### src/chan1_cfg_pkg.sv
/*
  shared constants for the channel 1 level configuration registers:
  register addresses, field positions, reset values and code limits.
  assumes an 8-bit address and 8-bit data register port.
*/
package chan1_cfg_pkg;

  // ==========================================================
  // register addresses
  localparam logic [7:0] GAIN_CFG_ADDR   = 8'h3d;
  localparam logic [7:0] VOLUME_CFG_ADDR = 8'h3e;
  localparam logic [7:0] TRIM_CFG_ADDR   = 8'h3f;
  localparam logic [7:0] PHASE_CFG_ADDR  = 8'h40;

  // ==========================================================
  // reset values
  localparam logic [7:0] GAIN_CFG_RST   = 8'h00;
  localparam logic [7:0] VOLUME_CFG_RST = 8'hc9;
  localparam logic [7:0] TRIM_CFG_RST   = 8'h80;
  localparam logic [7:0] PHASE_CFG_RST  = 8'h00;

  // ==========================================================
  // field positions and masks
  localparam int         GAIN_LSB       = 2;
  localparam int         TRIM_LSB       = 4;
  localparam logic [7:0] GAIN_CFG_WMASK = 8'hfe;
  localparam logic [7:0] TRIM_CFG_WMASK = 8'hf0;

  // ==========================================================
  // code limits
  localparam logic [5:0] GAIN_MAX_CODE  = 6'h2a;
  localparam logic [7:0] VOLUME_MUTE    = 8'h00;

  // ==========================================================
  // apply state machine
  typedef enum logic [1:0] {
    APPLY_IDLE = 2'b00,
    APPLY_WAIT = 2'b01,
    APPLY_LOAD = 2'b11
  } apply_state_t;

endpackage

### src/chan1_level_apply.sv
/*
  moves register codes into the sample path two cycles after the next sample strobe.
  assumes i_sample_tick is a one-cycle pulse per sample period.
*/
module chan1_level_apply (
  input  wire logic       i_mclk,
  input  wire logic       i_reset,
  input  wire logic       i_sample_tick,
  input  wire logic       i_update,
  input  wire logic [5:0] i_gain,
  input  wire logic [7:0] i_volume,
  input  wire logic [3:0] i_trim,
  output logic      [5:0] o_gain,
  output logic      [7:0] o_volume,
  output logic            o_mute,
  output logic      [3:0] o_trim
);

  // ==========================================================
  // state
  chan1_cfg_pkg::apply_state_t state_r, state_nxt;
  logic [5:0] gain_r, gain_nxt;
  logic [7:0] vol_r, vol_nxt;
  logic [3:0] trim_r, trim_nxt;
  logic       mute_r, mute_nxt;

  always_comb begin
    state_nxt = state_r;
    gain_nxt  = gain_r;
    vol_nxt   = vol_r;
    trim_nxt  = trim_r;
    mute_nxt  = mute_r;
    case (state_r)
      chan1_cfg_pkg::APPLY_IDLE: begin
        if (i_update) begin
          state_nxt = chan1_cfg_pkg::APPLY_WAIT;
        end
      end
      chan1_cfg_pkg::APPLY_WAIT: begin
        if (i_sample_tick) begin
          state_nxt = chan1_cfg_pkg::APPLY_LOAD;
        end
      end
      chan1_cfg_pkg::APPLY_LOAD: begin
        // codes latched in the cycle after the sample tick
        gain_nxt  = i_gain;
        vol_nxt   = i_volume;
        trim_nxt  = i_trim;
        mute_nxt  = (i_volume == chan1_cfg_pkg::VOLUME_MUTE);
        state_nxt = i_update ? chan1_cfg_pkg::APPLY_WAIT : chan1_cfg_pkg::APPLY_IDLE;
      end
      default: begin
        state_nxt = chan1_cfg_pkg::APPLY_IDLE;
      end
    endcase
  end

  always_ff @(posedge i_mclk) begin
    if (i_reset) begin
      state_r <= chan1_cfg_pkg::APPLY_IDLE;
      gain_r  <= chan1_cfg_pkg::GAIN_CFG_RST[7:2];
      vol_r   <= chan1_cfg_pkg::VOLUME_CFG_RST;
      trim_r  <= chan1_cfg_pkg::TRIM_CFG_RST[7:4];
      mute_r  <= 1'b0;
    end else begin
      state_r <= state_nxt;
      gain_r  <= gain_nxt;
      vol_r   <= vol_nxt;
      trim_r  <= trim_nxt;
      mute_r  <= mute_nxt;
    end
  end

  assign o_gain   = gain_r;
  assign o_volume = vol_r;
  assign o_mute   = mute_r;
  assign o_trim   = trim_r;

  // ==========================================================
  // checks
  a_mute_follows_code: assert property (@(posedge i_mclk) disable iff (i_reset)
    (state_r == chan1_cfg_pkg::APPLY_LOAD) |=>
      (o_mute == (o_volume == chan1_cfg_pkg::VOLUME_MUTE)))
    else $error("mute does not match volume code");

  a_tick_loads_codes: assert property (@(posedge i_mclk) disable iff (i_reset)
    (state_r == chan1_cfg_pkg::APPLY_WAIT && i_sample_tick) ##1 1'b1 |=>
      (o_gain == $past(i_gain) && o_trim == $past(i_trim)))
    else $error("codes not applied after sample tick");

endmodule

### src/chan1_level_cfg_regs.sv
/*
  channel 1 level configuration register bank: analog gain, digital
  volume, gain trim and phase trim registers on the device control port.
  assumes a synchronous 8-bit address/data port with write and read
  strobes, and a sample strobe from the converter timing.
*/
// Behaviour
// - gain field bits 7..2 selects analog gain equal to its code in dB.
// - gain register resets to zero, giving 0 dB.
// - volume code zero mutes the digital output.
// - volume codes 1..255 span -100 dB to +27 dB in half-dB steps.
// - volume resets to code 201, unity.
// - trim bits 7..4 steps 0.1 dB, -0.8 to +0.7, resets to code 8.
// - trim register bits 3..0 read zero; software writes zeros there.
module chan1_level_cfg_regs (
  input  wire logic       i_mclk,
  input  wire logic       i_reset,
  input  wire logic [7:0] i_addr,
  input  wire logic       i_wr,
  input  wire logic [7:0] i_wdata,
  input  wire logic       i_rd,
  input  wire logic       i_sample_tick,
  output logic      [7:0] o_rdata,
  output logic            o_rvalid,
  output logic      [5:0] o_chan1_analog_gain,
  output logic      [7:0] o_chan1_digital_volume,
  output logic            o_chan1_mute,
  output logic      [3:0] o_chan1_gain_trim,
  output logic      [7:0] o_chan1_phase_trim
);

  // ==========================================================
  // read decode
  function automatic logic [7:0] read_mux(input logic [7:0] addr,
                                          input logic [7:0] g,
                                          input logic [7:0] v,
                                          input logic [7:0] t,
                                          input logic [7:0] p);
    logic [7:0] r;
    r = 8'h00;
    case (addr)
      chan1_cfg_pkg::GAIN_CFG_ADDR:   r = g & chan1_cfg_pkg::GAIN_CFG_WMASK;
      chan1_cfg_pkg::VOLUME_CFG_ADDR: r = v;
      chan1_cfg_pkg::TRIM_CFG_ADDR:   r = t & chan1_cfg_pkg::TRIM_CFG_WMASK;
      chan1_cfg_pkg::PHASE_CFG_ADDR:  r = p;
      default:                        r = 8'h00;
    endcase
    return r;
  endfunction

  // ==========================================================
  // register state
  logic [7:0] gain_cfg_r, gain_cfg_nxt;
  logic [7:0] vol_cfg_r, vol_cfg_nxt;
  logic [7:0] trim_cfg_r, trim_cfg_nxt;
  logic [7:0] phase_cfg_r, phase_cfg_nxt;
  logic [7:0] rdata_r, rdata_nxt;
  logic       rvalid_r, rvalid_nxt;
  logic       update_r, update_nxt;

  always_comb begin
    gain_cfg_nxt  = gain_cfg_r;
    vol_cfg_nxt   = vol_cfg_r;
    trim_cfg_nxt  = trim_cfg_r;
    phase_cfg_nxt = phase_cfg_r;
    update_nxt    = 1'b0;
    if (i_wr) begin
      case (i_addr)
        chan1_cfg_pkg::GAIN_CFG_ADDR: begin
          // bit 0 held at zero, bit 1 stored
          gain_cfg_nxt = i_wdata & chan1_cfg_pkg::GAIN_CFG_WMASK;
          update_nxt   = 1'b1;
        end
        chan1_cfg_pkg::VOLUME_CFG_ADDR: begin
          vol_cfg_nxt = i_wdata;
          update_nxt  = 1'b1;
        end
        chan1_cfg_pkg::TRIM_CFG_ADDR: begin
          trim_cfg_nxt = i_wdata & chan1_cfg_pkg::TRIM_CFG_WMASK;
          update_nxt   = 1'b1;
        end
        chan1_cfg_pkg::PHASE_CFG_ADDR: begin
          phase_cfg_nxt = i_wdata;
        end
        default: begin
          update_nxt = 1'b0;
        end
      endcase
    end
    rvalid_nxt = i_rd;
    rdata_nxt  = i_rd ? read_mux(i_addr, gain_cfg_r, vol_cfg_r, trim_cfg_r, phase_cfg_r)
                      : 8'h00;
  end

  always_ff @(posedge i_mclk) begin
    if (i_reset) begin
      gain_cfg_r  <= chan1_cfg_pkg::GAIN_CFG_RST;
      vol_cfg_r   <= chan1_cfg_pkg::VOLUME_CFG_RST;
      trim_cfg_r  <= chan1_cfg_pkg::TRIM_CFG_RST;
      phase_cfg_r <= chan1_cfg_pkg::PHASE_CFG_RST;
      rdata_r     <= 8'h00;
      rvalid_r    <= 1'b0;
      update_r    <= 1'b0;
    end else begin
      gain_cfg_r  <= gain_cfg_nxt;
      vol_cfg_r   <= vol_cfg_nxt;
      trim_cfg_r  <= trim_cfg_nxt;
      phase_cfg_r <= phase_cfg_nxt;
      rdata_r     <= rdata_nxt;
      rvalid_r    <= rvalid_nxt;
      update_r    <= update_nxt;
    end
  end

  assign o_rdata            = rdata_r;
  assign o_rvalid           = rvalid_r;
  assign o_chan1_phase_trim = phase_cfg_r;

  // ==========================================================
  // sample path hand-off
  chan1_level_apply u_apply (
    .i_mclk        (i_mclk),
    .i_reset       (i_reset),
    .i_sample_tick (i_sample_tick),
    .i_update      (update_r),
    .i_gain        (gain_cfg_r[7:chan1_cfg_pkg::GAIN_LSB]),
    .i_volume      (vol_cfg_r),
    .i_trim        (trim_cfg_r[7:chan1_cfg_pkg::TRIM_LSB]),
    .o_gain        (o_chan1_analog_gain),
    .o_volume      (o_chan1_digital_volume),
    .o_mute        (o_chan1_mute),
    .o_trim        (o_chan1_gain_trim)
  );

  // ==========================================================
  // checks
  a_gain_bit0_zero: assert property (@(posedge i_mclk) disable iff (i_reset)
    (i_rd && i_addr == chan1_cfg_pkg::GAIN_CFG_ADDR) |=> (o_rvalid && o_rdata[0] == 1'b0))
    else $error("gain register bit 0 read nonzero");

  a_trim_low_zero: assert property (@(posedge i_mclk) disable iff (i_reset)
    (i_rd && i_addr == chan1_cfg_pkg::TRIM_CFG_ADDR) |=> (o_rdata[3:0] == 4'h0))
    else $error("trim register low bits read nonzero");

  a_gain_reset_zero: assert property (@(posedge i_mclk)
    $past(i_reset) |-> (gain_cfg_r == 8'h00 && o_chan1_analog_gain == 6'h00))
    else $error("gain not zero after reset");

  a_volume_reset_unity: assert property (@(posedge i_mclk)
    $past(i_reset) |-> (vol_cfg_r == 8'hc9 && o_chan1_digital_volume == 8'hc9))
    else $error("volume not unity after reset");

  a_trim_reset_mid: assert property (@(posedge i_mclk)
    $past(i_reset) |-> (trim_cfg_r == 8'h80 && o_chan1_gain_trim == 4'h8))
    else $error("trim not mid code after reset");

  a_gain_write_reads: assert property (@(posedge i_mclk) disable iff (i_reset)
    (i_wr && i_addr == chan1_cfg_pkg::GAIN_CFG_ADDR) |=>
      (gain_cfg_r[7:2] == $past(i_wdata[7:2])))
    else $error("gain field not stored");

  a_bit0_stored_zero: assert property (@(posedge i_mclk) disable iff (i_reset)
    (i_wr && i_addr == chan1_cfg_pkg::GAIN_CFG_ADDR) |=> (gain_cfg_r[0] == 1'b0))
    else $error("gain register bit 0 stored nonzero");

  a_volume_write_reads: assert property (@(posedge i_mclk) disable iff (i_reset)
    (i_wr && i_addr == chan1_cfg_pkg::VOLUME_CFG_ADDR) |=> (vol_cfg_r == $past(i_wdata)))
    else $error("volume code not stored");

  a_mute_on_zero: assert property (@(posedge i_mclk) disable iff (i_reset)
    (o_chan1_digital_volume == 8'h00) |-> o_chan1_mute)
    else $error("zero volume code not muted");

  a_trim_write_reads: assert property (@(posedge i_mclk) disable iff (i_reset)
    (i_wr && i_addr == chan1_cfg_pkg::TRIM_CFG_ADDR) |=>
      (trim_cfg_r == {$past(i_wdata[7:4]), 4'h0}))
    else $error("trim code not stored");

  a_trim_low_held: assert property (@(posedge i_mclk) disable iff (i_reset)
    (trim_cfg_r[3:0] == 4'h0))
    else $error("trim register low bits hold nonzero");

  a_gain_read_back: assert property (@(posedge i_mclk) disable iff (i_reset)
    (i_rd && i_addr == chan1_cfg_pkg::GAIN_CFG_ADDR) |=>
      (o_rdata[7:1] == $past(gain_cfg_r[7:1])))
    else $error("gain register read back wrong");

  a_volume_read_back: assert property (@(posedge i_mclk) disable iff (i_reset)
    (i_rd && i_addr == chan1_cfg_pkg::VOLUME_CFG_ADDR) |=> (o_rdata == $past(vol_cfg_r)))
    else $error("volume register read back wrong");

  a_trim_read_back: assert property (@(posedge i_mclk) disable iff (i_reset)
    (i_rd && i_addr == chan1_cfg_pkg::TRIM_CFG_ADDR) |=>
      (o_rdata[7:4] == $past(trim_cfg_r[7:4])))
    else $error("trim register read back wrong");

  a_mute_off_nonzero: assert property (@(posedge i_mclk) disable iff (i_reset)
    (o_chan1_digital_volume != 8'h00) |-> !o_chan1_mute)
    else $error("nonzero volume code muted");

  // ==========================================================
  // applied path checks
  a_write_arms_update: assert property (@(posedge i_mclk) disable iff (i_reset)
    (i_wr && (i_addr == chan1_cfg_pkg::GAIN_CFG_ADDR ||
              i_addr == chan1_cfg_pkg::VOLUME_CFG_ADDR ||
              i_addr == chan1_cfg_pkg::TRIM_CFG_ADDR)) |=> update_r)
    else $error("register write did not arm an update");

  a_tick_syncs_path: assert property (@(posedge i_mclk) disable iff (i_reset)
    (i_sample_tick && !update_r && !i_wr) ##1 !i_wr |=>
      (o_chan1_analog_gain == gain_cfg_r[7:chan1_cfg_pkg::GAIN_LSB] &&
       o_chan1_digital_volume == vol_cfg_r &&
       o_chan1_gain_trim == trim_cfg_r[7:chan1_cfg_pkg::TRIM_LSB]))
    else $error("applied codes differ from registers after tick");

  a_change_after_tick: assert property (@(posedge i_mclk) disable iff (i_reset)
    ($changed(o_chan1_analog_gain) || $changed(o_chan1_digital_volume) ||
     $changed(o_chan1_gain_trim)) |-> $past(i_sample_tick, 2))
    else $error("applied codes changed without a sample tick");

endmodule

### config.mk
export PLATFORM = sky130hd
export DESIGN_NAME = chan1_level_cfg_regs
export DESIGN_NICKNAME = d
export VERILOG_FILES = /design/src/chan1_cfg_pkg.sv /design/src/chan1_level_apply.sv /design/src/chan1_level_cfg_regs.sv
export SDC_FILE = /design/constraint.sdc
export NUM_CORES = 1
export LEC_CHECK = 0
export ABC_AREA = 1
export BUFFER_PORTS_ARGS = -buffer_cell sky130_fd_sc_hd__buf_2
export CORE_UTILIZATION = 32
export DETAILED_ROUTE_END_ITERATION = 7
export SETUP_SLACK_MARGIN = 0.02
export SLEW_MARGIN = 20
export SYNTH_ARGS = -nofsm -noshare
export SYNTH_HDL_FRONTEND = slang
export SYNTH_SLANG_ARGS = --single-unit
### constraint.sdc
create_clock -name i_mclk -period 1.7 [get_ports i_mclk]
set_clock_uncertainty 0.2 [all_clocks]
set_input_delay 0.255 -clock i_mclk [delete_from_list [all_inputs] [get_ports i_mclk]]
set_output_delay 0.255 -clock i_mclk [all_outputs]
set_load 0.005 [all_outputs]
Word level (Yosys, flattened, before mapping). Index checks and enable logic that the tools add are counted.

Reductions and logical operators: 10. Muxes and demuxes: 6. Equal/unequal tests: 8. Bitwise gates (word level): 2.

Operators by type and width (number): 8-bit one-hot mux with 4 select lines (1); 8-bit by 6-bit == test with 1-bit output (second input constant) (3); 2-bit AND reduction (5); 8-bit by 7-bit == test with 1-bit output (second input constant) (1); 8-bit zero test (1); 2-bit one-hot mux with 3 select lines (1); 2-bit 2-to-1 mux (2); 2-bit inequality test (second input constant) (2); 2-bit OR reduction (2); 3-bit OR reduction (1); 2-bit by 1-bit == test with 1-bit output (second input constant) (1); 2-bit == test (second input constant) (1); 2-bit zero test (1); 1-bit 2-to-1 mux (2); 1-bit NOT (2).

Output and inout bits: 36. Flip-flop bits (word level): 58.

Depth between registers and ports, before layout. Gate-level depths: netlist of run 1.

Depth after elaboration: 3. Gate-level depth with buffers: 8.

Modules after synthesis. A second synthesis of run 1 with hierarchy kept.

Cells, all modules: 317. Area total of the unflattened synthesis: 2456.1 µm².

Modules (own cells, without submodules): chan1_level_cfg_regs (instances 1, seq. area each 740.7 µm², cells an instance 219, area each 1652.8 µm²); chan1_level_apply (instances 1, seq. area each 420.4 µm², cells an instance 98, area each 803.3 µm²).

Least setup slack after synthesis of run 1. OpenSTA, ideal clock, no wires.

Path type: reg-to-reg. From: reg u_apply.state_r[0]. To: reg u_apply.gain_r[0] (netlist: u_apply.o_gain[0]). Stages on the path, launching flop included: 6. Library setup time: 0.119 ns. Slack: 0.388 ns. Arrival time: 0.993 ns. Data required time: 1.381 ns. Path buffers: 2. Cell sequence: dfxtp_1 > nand2_1 > inv_1 > buf_2 > buf_2 > a21oi_1.

Word-level cells in the longest chain between the ends: 1.

RTL lines: from (decl) (line chan1_level_apply.sv:21) `chan1_cfg_pkg::apply_state_t state_r, state_nxt;`; from (signal assigned) (line chan1_level_apply.sv:60) `state_r <= chan1_cfg_pkg::APPLY_IDLE;`; from (signal assigned) (line chan1_level_apply.sv:66) `state_r <= state_nxt;`; 2-bit == test (line chan1_level_apply.sv:33) `case (state_r)`; to (signal assigned) (line chan1_level_apply.sv:61) `gain_r <= chan1_cfg_pkg::GAIN_CFG_RST[7:2];`; to (signal assigned) (line chan1_level_apply.sv:67) `gain_r <= gain_nxt;`; to (decl) (line chan1_level_apply.sv:22) `logic [5:0] gain_r, gain_nxt;`.

No other way between the ends. A chain may end at the register's enable or synchronous reset.

Worst setup path after layout of run 1.
From: reg u_apply.state_r[0]. To: reg u_apply.trim_r[2] (netlist: u_apply.o_trim[2]).

Word-level cells in the longest chain between the ends: 1.

RTL lines: 2-bit == test (line chan1_level_apply.sv:33); to (signal assigned) (line chan1_level_apply.sv:63) `trim_r <= chan1_cfg_pkg::TRIM_CFG_RST[7:4];`; to (signal assigned) (line chan1_level_apply.sv:69) `trim_r <= trim_nxt;`; to (decl) (line chan1_level_apply.sv:24) `logic [3:0] trim_r, trim_nxt;`.

No other way between the ends.

==> impl_metrics.csv, run 1 <==
group,metric,value,unit
clocking,cts_made_buffers,9,
synthesis,post_synth_and_or_nand_nor_area_fraction,35.98,%
detailed_routing,antenna_violating_nets_post_route,0,
hold_path,worstHoldPathType,"in -> reg",
pwr,pnr_total_power,2.544,mW
die,chipHeight,89.66,um
synthesis,muxShareOfSynthArea,0,%
sta,slew-limit-headroom,79.91,%
synthesis,syn_nets,363,
global_route,antenna_found_initial,0,
die,rows,31,
setup_path,worst_path_max_delay_cell,"sky130_fd_sc_hd__dfxtp_1",
clocking,cts.path.max_buffers,2,
outcome,status,"completed",
sta,final.setup.tns,0,ps
place,port_buffer_count,56,
synthesis,yosys.area_share.adder,0,%
synthesis,flip_flop_and_latch_count_after_synthesis,58,
clocking,cts-hold-fix-buffers,6,
synthesis,post_synth_xor_area_fraction,0,%
global_route,first_global_vias,1979,
global_route,pin_count_of_the_biggest_net_entering_global_routing,43,
die,fp.coreArea,7331,um2
detailed_routing,drc,0,
synthesis,dominant_combinational_cell_family_by_area_after_synthesis,"simple AND/OR/NAND/NOR gates",
clocking,cts-root-buf,"sky130_fd_sc_hd__clkbuf_8",
sta,grt_setup_unrepaired,"false",
setup_path,family_with_the_most_delay_on_the_worst_path,"flip-flops",
setup_path,cell_by_cell_listing_of_the_critical_path,"nand2_1 -> inv_1 -> buf_4 -> o21ai_0 -> a21oi_1",
pwr,irDropWorstVdd,0.3828,mV
setup_path,worst-path-buf-inv,2,
pwr,power.leakage,1.551,nW
setup_path,critPathMaxFanout,27,
setup_path,critPathKind,"reg -> reg",
finish,design.final.nets,430,
clocking,clock_insertion_delay_worst_skew,330,ps
detailed_routing,detailroute.via_count,2281,
synthesis,syn-mean-instance-area,7.189,um2
global_route,globalRoute.totalOverflow,0,
sta,final-setup-viol-count,0,
synthesis,synthesis.instances,342,
detailed_routing,detail_route.iter0.violations,122,
finish,num-fill-cells,762,
synthesis,post_synth_instance_area,2459,um2
finish,final_design_utilization,41.75,%
finish,post-route-cell-area,3060,um2
clocking,clock_tree_from_tritoncts,"done",
global_route,grt_first_pass_wirelength,9880,um
sta,min_period,1316,ps
pwr,pwr_density,831.4,nW/um2
clocking,clock_sinks,58,
flow_run,max-cap-violations,0,
detailed_routing,finalWirelength,6224,um
setup_path,cpPeakStageDelay,370,ps
synthesis,seq_area_frac_synth,47.23,%
sta,period_share,77.42,%
place,placed_area,2848,um2
setup_path,timing.critical_path.from_type,"flip-flop",
sta,hold_viol_final,0,
detailed_routing,dr.pass1.iters,4,
finish,flow.area_growth_from_synthesis,24.48,%
setup_path,cp-end-kind,"flip-flop",
clocking,cts_resized,0,
detailed_routing,viasPerCell,4.455,
sta,fmax,759.8,MHz
die,start_util,33.54,%
sta,drv_slew,0,
die,floorplan.io_pins,57,
place,place.gp.congestion,0.8116,
setup_path,crit_path_required_time,1760,ps
die,die_w,89.66,um
finish,post_route_cells_drive_above_1_share,21.31,%
die,floorplan.die_area,8038,um2
finish,insertedDiodeCount,0,
place,dp_hpwl,4624,um
clocking,htree_num_levels,3,
clocking,clock_pin_slew_of_the_registers_on_the_worst_case_setup_and_hold_paths,70,ps
global_route,grt_use_total,16.81,%
synthesis,synth.yosys.warnings,0,
setup_path,arrival,1380,ps
clocking,cts_setup_buffers,0,
sta,worstMarginPinSlew,301.4,ps
detailed_routing,wl_per_cell,12.16,um
synthesis,synth_area_in_compound_gates,7.430,%
synthesis,synth_cell_types,22,
[registers in the layout (all words and copies together) (netlist names)]
register and count:
gain_cfg_r 7, u_apply.o_volume 8, u_apply.o_gain 6, update_r 1, o_chan1_phase_trim 8, o_rdata 8
u_apply.o_trim 4, vol_cfg_r 8, u_apply.o_mute 1, u_apply.state_r 2, trim_cfg_r 4, o_rvalid 1
[stage by stage]
stage	setup slack (ps)	cells	hold slack, ps
4_1_cts	364.7	512	5.812
6_report	383.9	512	15.11
3_3_place_gp	219.3	491	227.8
2_1_floorplan	388.1	342	168.2
3_5_place_dp	187.1	491	255.3
5_1_grt	212.2	512	16.68
[cells in the final DEF (no fill, tap or decap), drive strengths merged]
master / netlist / routed
clkinvlp: 0 / 1
o21a: 1 / 1
clkinv: 0 / 2
inv: 40 / 40
dlygate4sd3: 0 / 6
nor3: 1 / 1
o21ai: 15 / 15
buf: 11 / 63
o211ai: 1 / 1
nand4: 4 / 4
a211oi: 1 / 1
dfxtp: 58 / 58
nand3: 50 / 50
clkbuf: 2 / 12
a21oi: 17 / 17
nor2: 65 / 65
nand2: 76 / 76
[kinds of logic after synthesis]
family / after synthesis
flops: 58
simple gates: 196
buf+inv: 53
compound gates: 35
[path summary, 6_finish.rpt]
| path | startpoint | slack, ps | end | cells after the start |
|---|---|---|---|---|
| hold reg to reg | update_r | 260 | u_apply.state_r[0] | 2 |
| setup reg to reg | u_apply.state_r[0] | 380 | u_apply.o_trim[2] | 5 |
| setup / recovery | u_apply.state_r[0] | 380 | u_apply.o_trim[2] | 5 |
| hold / removal | i_addr[2] | 20 | update_r | 3 |
[where the power goes]
group | switching, mW | total [mW] | internal (mW) | leakage, nW
combinational | 0.0879 | 0.138 | 0.0496 | 1.01
clock | 0.527 | 1.04 | 0.517 | 0.0762
sequential | 0.00161 | 1.36 | 1.36 | 0.468
[per-layer routing]
layer | track usage (%) | up-vias | part of all wire [%]
li1 | - | 1212 | -
met4 | 5.195 | 0 | 0.77
met1 | 23.02 | 1002 | 48
met5 | 0 | - | 0
met2 | 25.28 | 61 | 45
met3 | 5.210 | 6 | 6.3
[synth_stat cells]
master | n | area (um2)
sky130_fd_sc_hd__nand3_4 | 2 | 35.03
sky130_fd_sc_hd__nor3_1 | 1 | 5.000
sky130_fd_sc_hd__a21oi_1 | 17 | 85.08
sky130_fd_sc_hd__o21ai_0 | 15 | 75.07
sky130_fd_sc_hd__a211oi_1 | 1 | 7.510
sky130_fd_sc_hd__nor2_2 | 2 | 12.51
sky130_fd_sc_hd__o211ai_1 | 1 | 7.510
sky130_fd_sc_hd__inv_2 | 2 | 7.510
sky130_fd_sc_hd__buf_6 | 2 | 22.52
sky130_fd_sc_hd__buf_2 | 7 | 35.03
sky130_fd_sc_hd__nand3_2 | 1 | 10.01
sky130_fd_sc_hd__nor2_1 | 58 | 217.7
sky130_fd_sc_hd__nor2_4 | 5 | 56.30
sky130_fd_sc_hd__nand3_1 | 47 | 235.2
sky130_fd_sc_hd__buf_4 | 2 | 15.01
sky130_fd_sc_hd__clkbuf_1 | 2 | 7.510
sky130_fd_sc_hd__o21a_1 | 1 | 7.510
sky130_fd_sc_hd__inv_1 | 38 | 142.6
sky130_fd_sc_hd__nand2_2 | 1 | 6.260
sky130_fd_sc_hd__nand2_1 | 75 | 281.5
sky130_fd_sc_hd__nand4_1 | 4 | 25.02
sky130_fd_sc_hd__dfxtp_1 | 58 | 1161
[final cells by class]
class / count / area (um2) / area share, %
well taps: 99 / 123.9 / 4.047
clock buffers: 12 / 135.1 / 4.415
flip-flops and latches: 58 / 1161 / 37.94
multi-input cells: 231 / 1067 / 34.87
repair buffers: 69 / 405.4 / 13.25
inverters: 40 / 150.1 / 4.906
clock inverters: 3 / 17.52 / 0.5724
[worst min-delay path, cell delays in order]
cell	delay, ps
sky130_fd_sc_hd__buf_2	120
sky130_fd_sc_hd__nand4_1	80
sky130_fd_sc_hd__nor3_1	50
Power figures use the tool's default switching activity.
==> run 2, diff against run 1 <==
==> constraint.sdc (replaced) <==
create_clock -name i_mclk -period 1.3 [get_ports i_mclk]
set_clock_uncertainty 0.2 [all_clocks]
set_input_delay 0.195 -clock i_mclk [delete_from_list [all_inputs] [get_ports i_mclk]]
set_output_delay 0.195 -clock i_mclk [all_outputs]
set_load 0.005 [all_outputs]
==> run 2 against run 1 <==
Net effect:
- final cell count is 4.5% higher
- first-iteration DRC count stayed put
- die area stayed put
- critical path depth is 4 lower
- global-route usage is 1.2 points higher
- clock power is 71% higher
- sequential cell count stayed put
- worst setup slack worse by 320 ps
- sequential share of layout area is 3.1 points lower
- power is 48% higher
- non-clock buffer count is 22 higher
- largest power group unchanged
==> impl_metrics.csv, run 2 (synthesis gave the netlist of run 1 again) <==
group,metric,value,unit
outcome,status,"completed",
detailed_routing,wl_per_cell,12.09,um
setup_path,rr_endpoint,"u_apply.o_trim[2]",
clocking,cts_made_buffers,9,
setup_path,critPathKind,"reg -> out",
setup_path,timing.critical_path.from_type,"flip-flop",
die,floorplan.die_area,8038,um2
setup_path,worst_r2r_path_depth,5,
sta,min_period,1241,ps
pwr,power.leakage,1.696,nW
sta,fmax,805.9,MHz
die,fp.coreArea,7331,um2
detailed_routing,detail_route.iter0.violations,122,
finish,post-route-cell-area,3337,um2
finish,design.final.nets,452,
place,placement.setup.worst_slack,-109.5,ps
finish,final_cell_mix,"sky130_fd_sc_hd__nand2_1 (74), sky130_fd_sc_hd__nor2_1 (58), sky130_fd_sc_hd__dfxtp_1 (58)",
pwr,irDropWorstVdd,0.6024,mV
setup_path,crit_path_end,"o_chan1_phase_trim[4]",
place,port_buffer_count,56,
detailed_routing,drc,0,
detailed_routing,viasPerCell,4.439,
place,placed_area,2983,um2
setup_path,timing.critical_path.depth,1,
setup_path,critPathMaxFanout,3,
die,rows,31,
hold_path,timing.hold.worst.start,"i_rd",
global_route,grt_use_total,17.99,%
setup_path,r2r_setup_slack,130,ps
place,place.gp.congestion,0.8288,
setup_path,worst_path_max_delay_cell,"sky130_fd_sc_hd__dfxtp_1",
sta,final.setup.tns,0,ps
sta,post-route-worst-setup-slack,59.20,ps
global_route,grt_first_pass_wirelength,10520,um
finish,post_route_cells_drive_above_1_share,25.00,%
setup_path,crit_path_required_time,900,ps
clocking,clock_insertion_delay_worst_skew,340,ps
global_route,pin_count_of_the_biggest_net_entering_global_routing,43,
global_route,first_global_vias,2167,
hold_path,worstHoldPathType,"in -> reg",
clocking,clock_sinks,58,
clocking,htree_num_levels,3,
die,floorplan.io_pins,57,
flow_run,max-cap-violations,0,
finish,insertedDiodeCount,0,
detailed_routing,finalWirelength,6468,um
die,start_util,33.54,%
setup_path,arrival,850,ps
clocking,cts.path.max_buffers,2,
sta,drv_slew,0,
sta,period_share,95.45,%
global_route,globalRoute.totalOverflow,0,
sta,slew-limit-headroom,84.34,%
detailed_routing,antenna_violating_nets_post_route,0,
finish,final_design_utilization,45.52,%
setup_path,worst-path-buf-inv,1,
finish,flow.area_growth_from_synthesis,35.73,%
setup_path,cpPeakStageDelay,380,ps
sta,hold_ws,19.07,ps
pwr,p_int,2.972,mW
clocking,clock_pin_slew_of_the_registers_on_the_worst_case_setup_and_hold_paths,60,ps
sta,grt_setup_unrepaired,"false",
sta,final-setup-viol-count,0,
die,die_w,89.66,um
setup_path,cp-end-kind,"output pin",
detailed_routing,detailroute.via_count,2375,
setup_path,crit_start,"o_chan1_phase_trim[4]",
setup_path,family_with_the_most_delay_on_the_worst_path,"flip-flops",
pwr,pwr-share-comb,5.7,%
setup_path,r2r-start,"u_apply.state_r[1]",
pwr,sw_frac_of_total,21.34,%
setup_path,cell_by_cell_listing_of_the_critical_path,"buf_2",
sta,hold_viol_final,0,
detailed_routing,dr.pass1.iters,4,
finish,layout_commonest_cell,"sky130_fd_sc_hd__nand2_1",
sta,worstMarginPinSlew,234.3,ps
pwr,clock_power_share,47.1,%
place,dp_hpwl,4758,um
clocking,cts-root-buf,"sky130_fd_sc_hd__clkbuf_8",
die,chipHeight,89.66,um
pwr,netSwitchingPower,0.8064,mW
global_route,antenna_found_initial,0,
clocking,clock_tree_from_tritoncts,"done",
pwr,pwr-share-seq,47.2,%
pwr,pwr_density,1132,nW/um2
==> run 2: cell types whose count changed in the layout (fill, tap and decap cells not counted), sizes merged <==
cell,previous run,this run
buf,63,79
clkinvlp,1,0
clkinv,2,0
dlygate4sd3,6,11
clkbuf,12,16
bufinv,0,1
==> run 2: per-stage QoR <==
step / instances / power [mW]
floorplan: 342 / 1.912
global placement: 507 / 2.012
detailed placement: 507 / 2.013
CTS: 534 / 3.817
global route: 535 / 3.924
finish: 535 / 3.778
==> run 2: power groups by stage <==
stage | combinational (mW) | sequential, mW | clock [mW]
floorplan | 0.0900 | 1.82 | 0
global placement | 0.190 | 1.82 | 0
detailed placement | 0.190 | 1.82 | 0
CTS | 0.216 | 1.78 | 1.82
global route | 0.238 | 1.78 | 1.90
finish | 0.215 | 1.78 | 1.78
==> run 2: repair_timing <==
| action | CTS | global route |
|---|---|---|
| hold buffers | 11 | 0 |
| setup buffers | 0 | 0 |
| hold endpoints to repair | 21 | 0 |
| gates resized for setup | 0 | 2 |
| endpoints found under the setup margin | 0 | 13 |
==> run 2: layout make-up <==
| type | count | area (um2) |
|---|---|---|
| flip-flops and latches | 58 | 1161 |
| well taps | 99 | 123.9 |
| repair buffers | 91 | 613.1 |
| clock inverters | 1 | 30.03 |
| inverters | 40 | 152.6 |
| fillers | 736 | 3994 |
| multi-input cells | 231 | 1070 |
| clock buffers | 15 | 186.4 |
==> run 2: metal layers <==
metal  vias to the layer above  track usage [%]  share of wire [%]
li1                       1256                -                  -
met1                      1056            24.00                 49
met2                        54            26.86                 43
met3                         9            4.296                5.3
met4                         0            9.668                1.9
met5                         -                0                  0
==> run 2: worst min-delay path by stage <==
stage,to,slack (ps),depth (start not counted)
floorplan,vol_cfg_r[0],110,2
global placement,u_apply.state_r[0],240,2
detailed placement,u_apply.state_r[0],250,2
CTS,o_rdata[6],20,3
global route,gain_cfg_r[1],50,3
finish,o_rdata[6],20,3
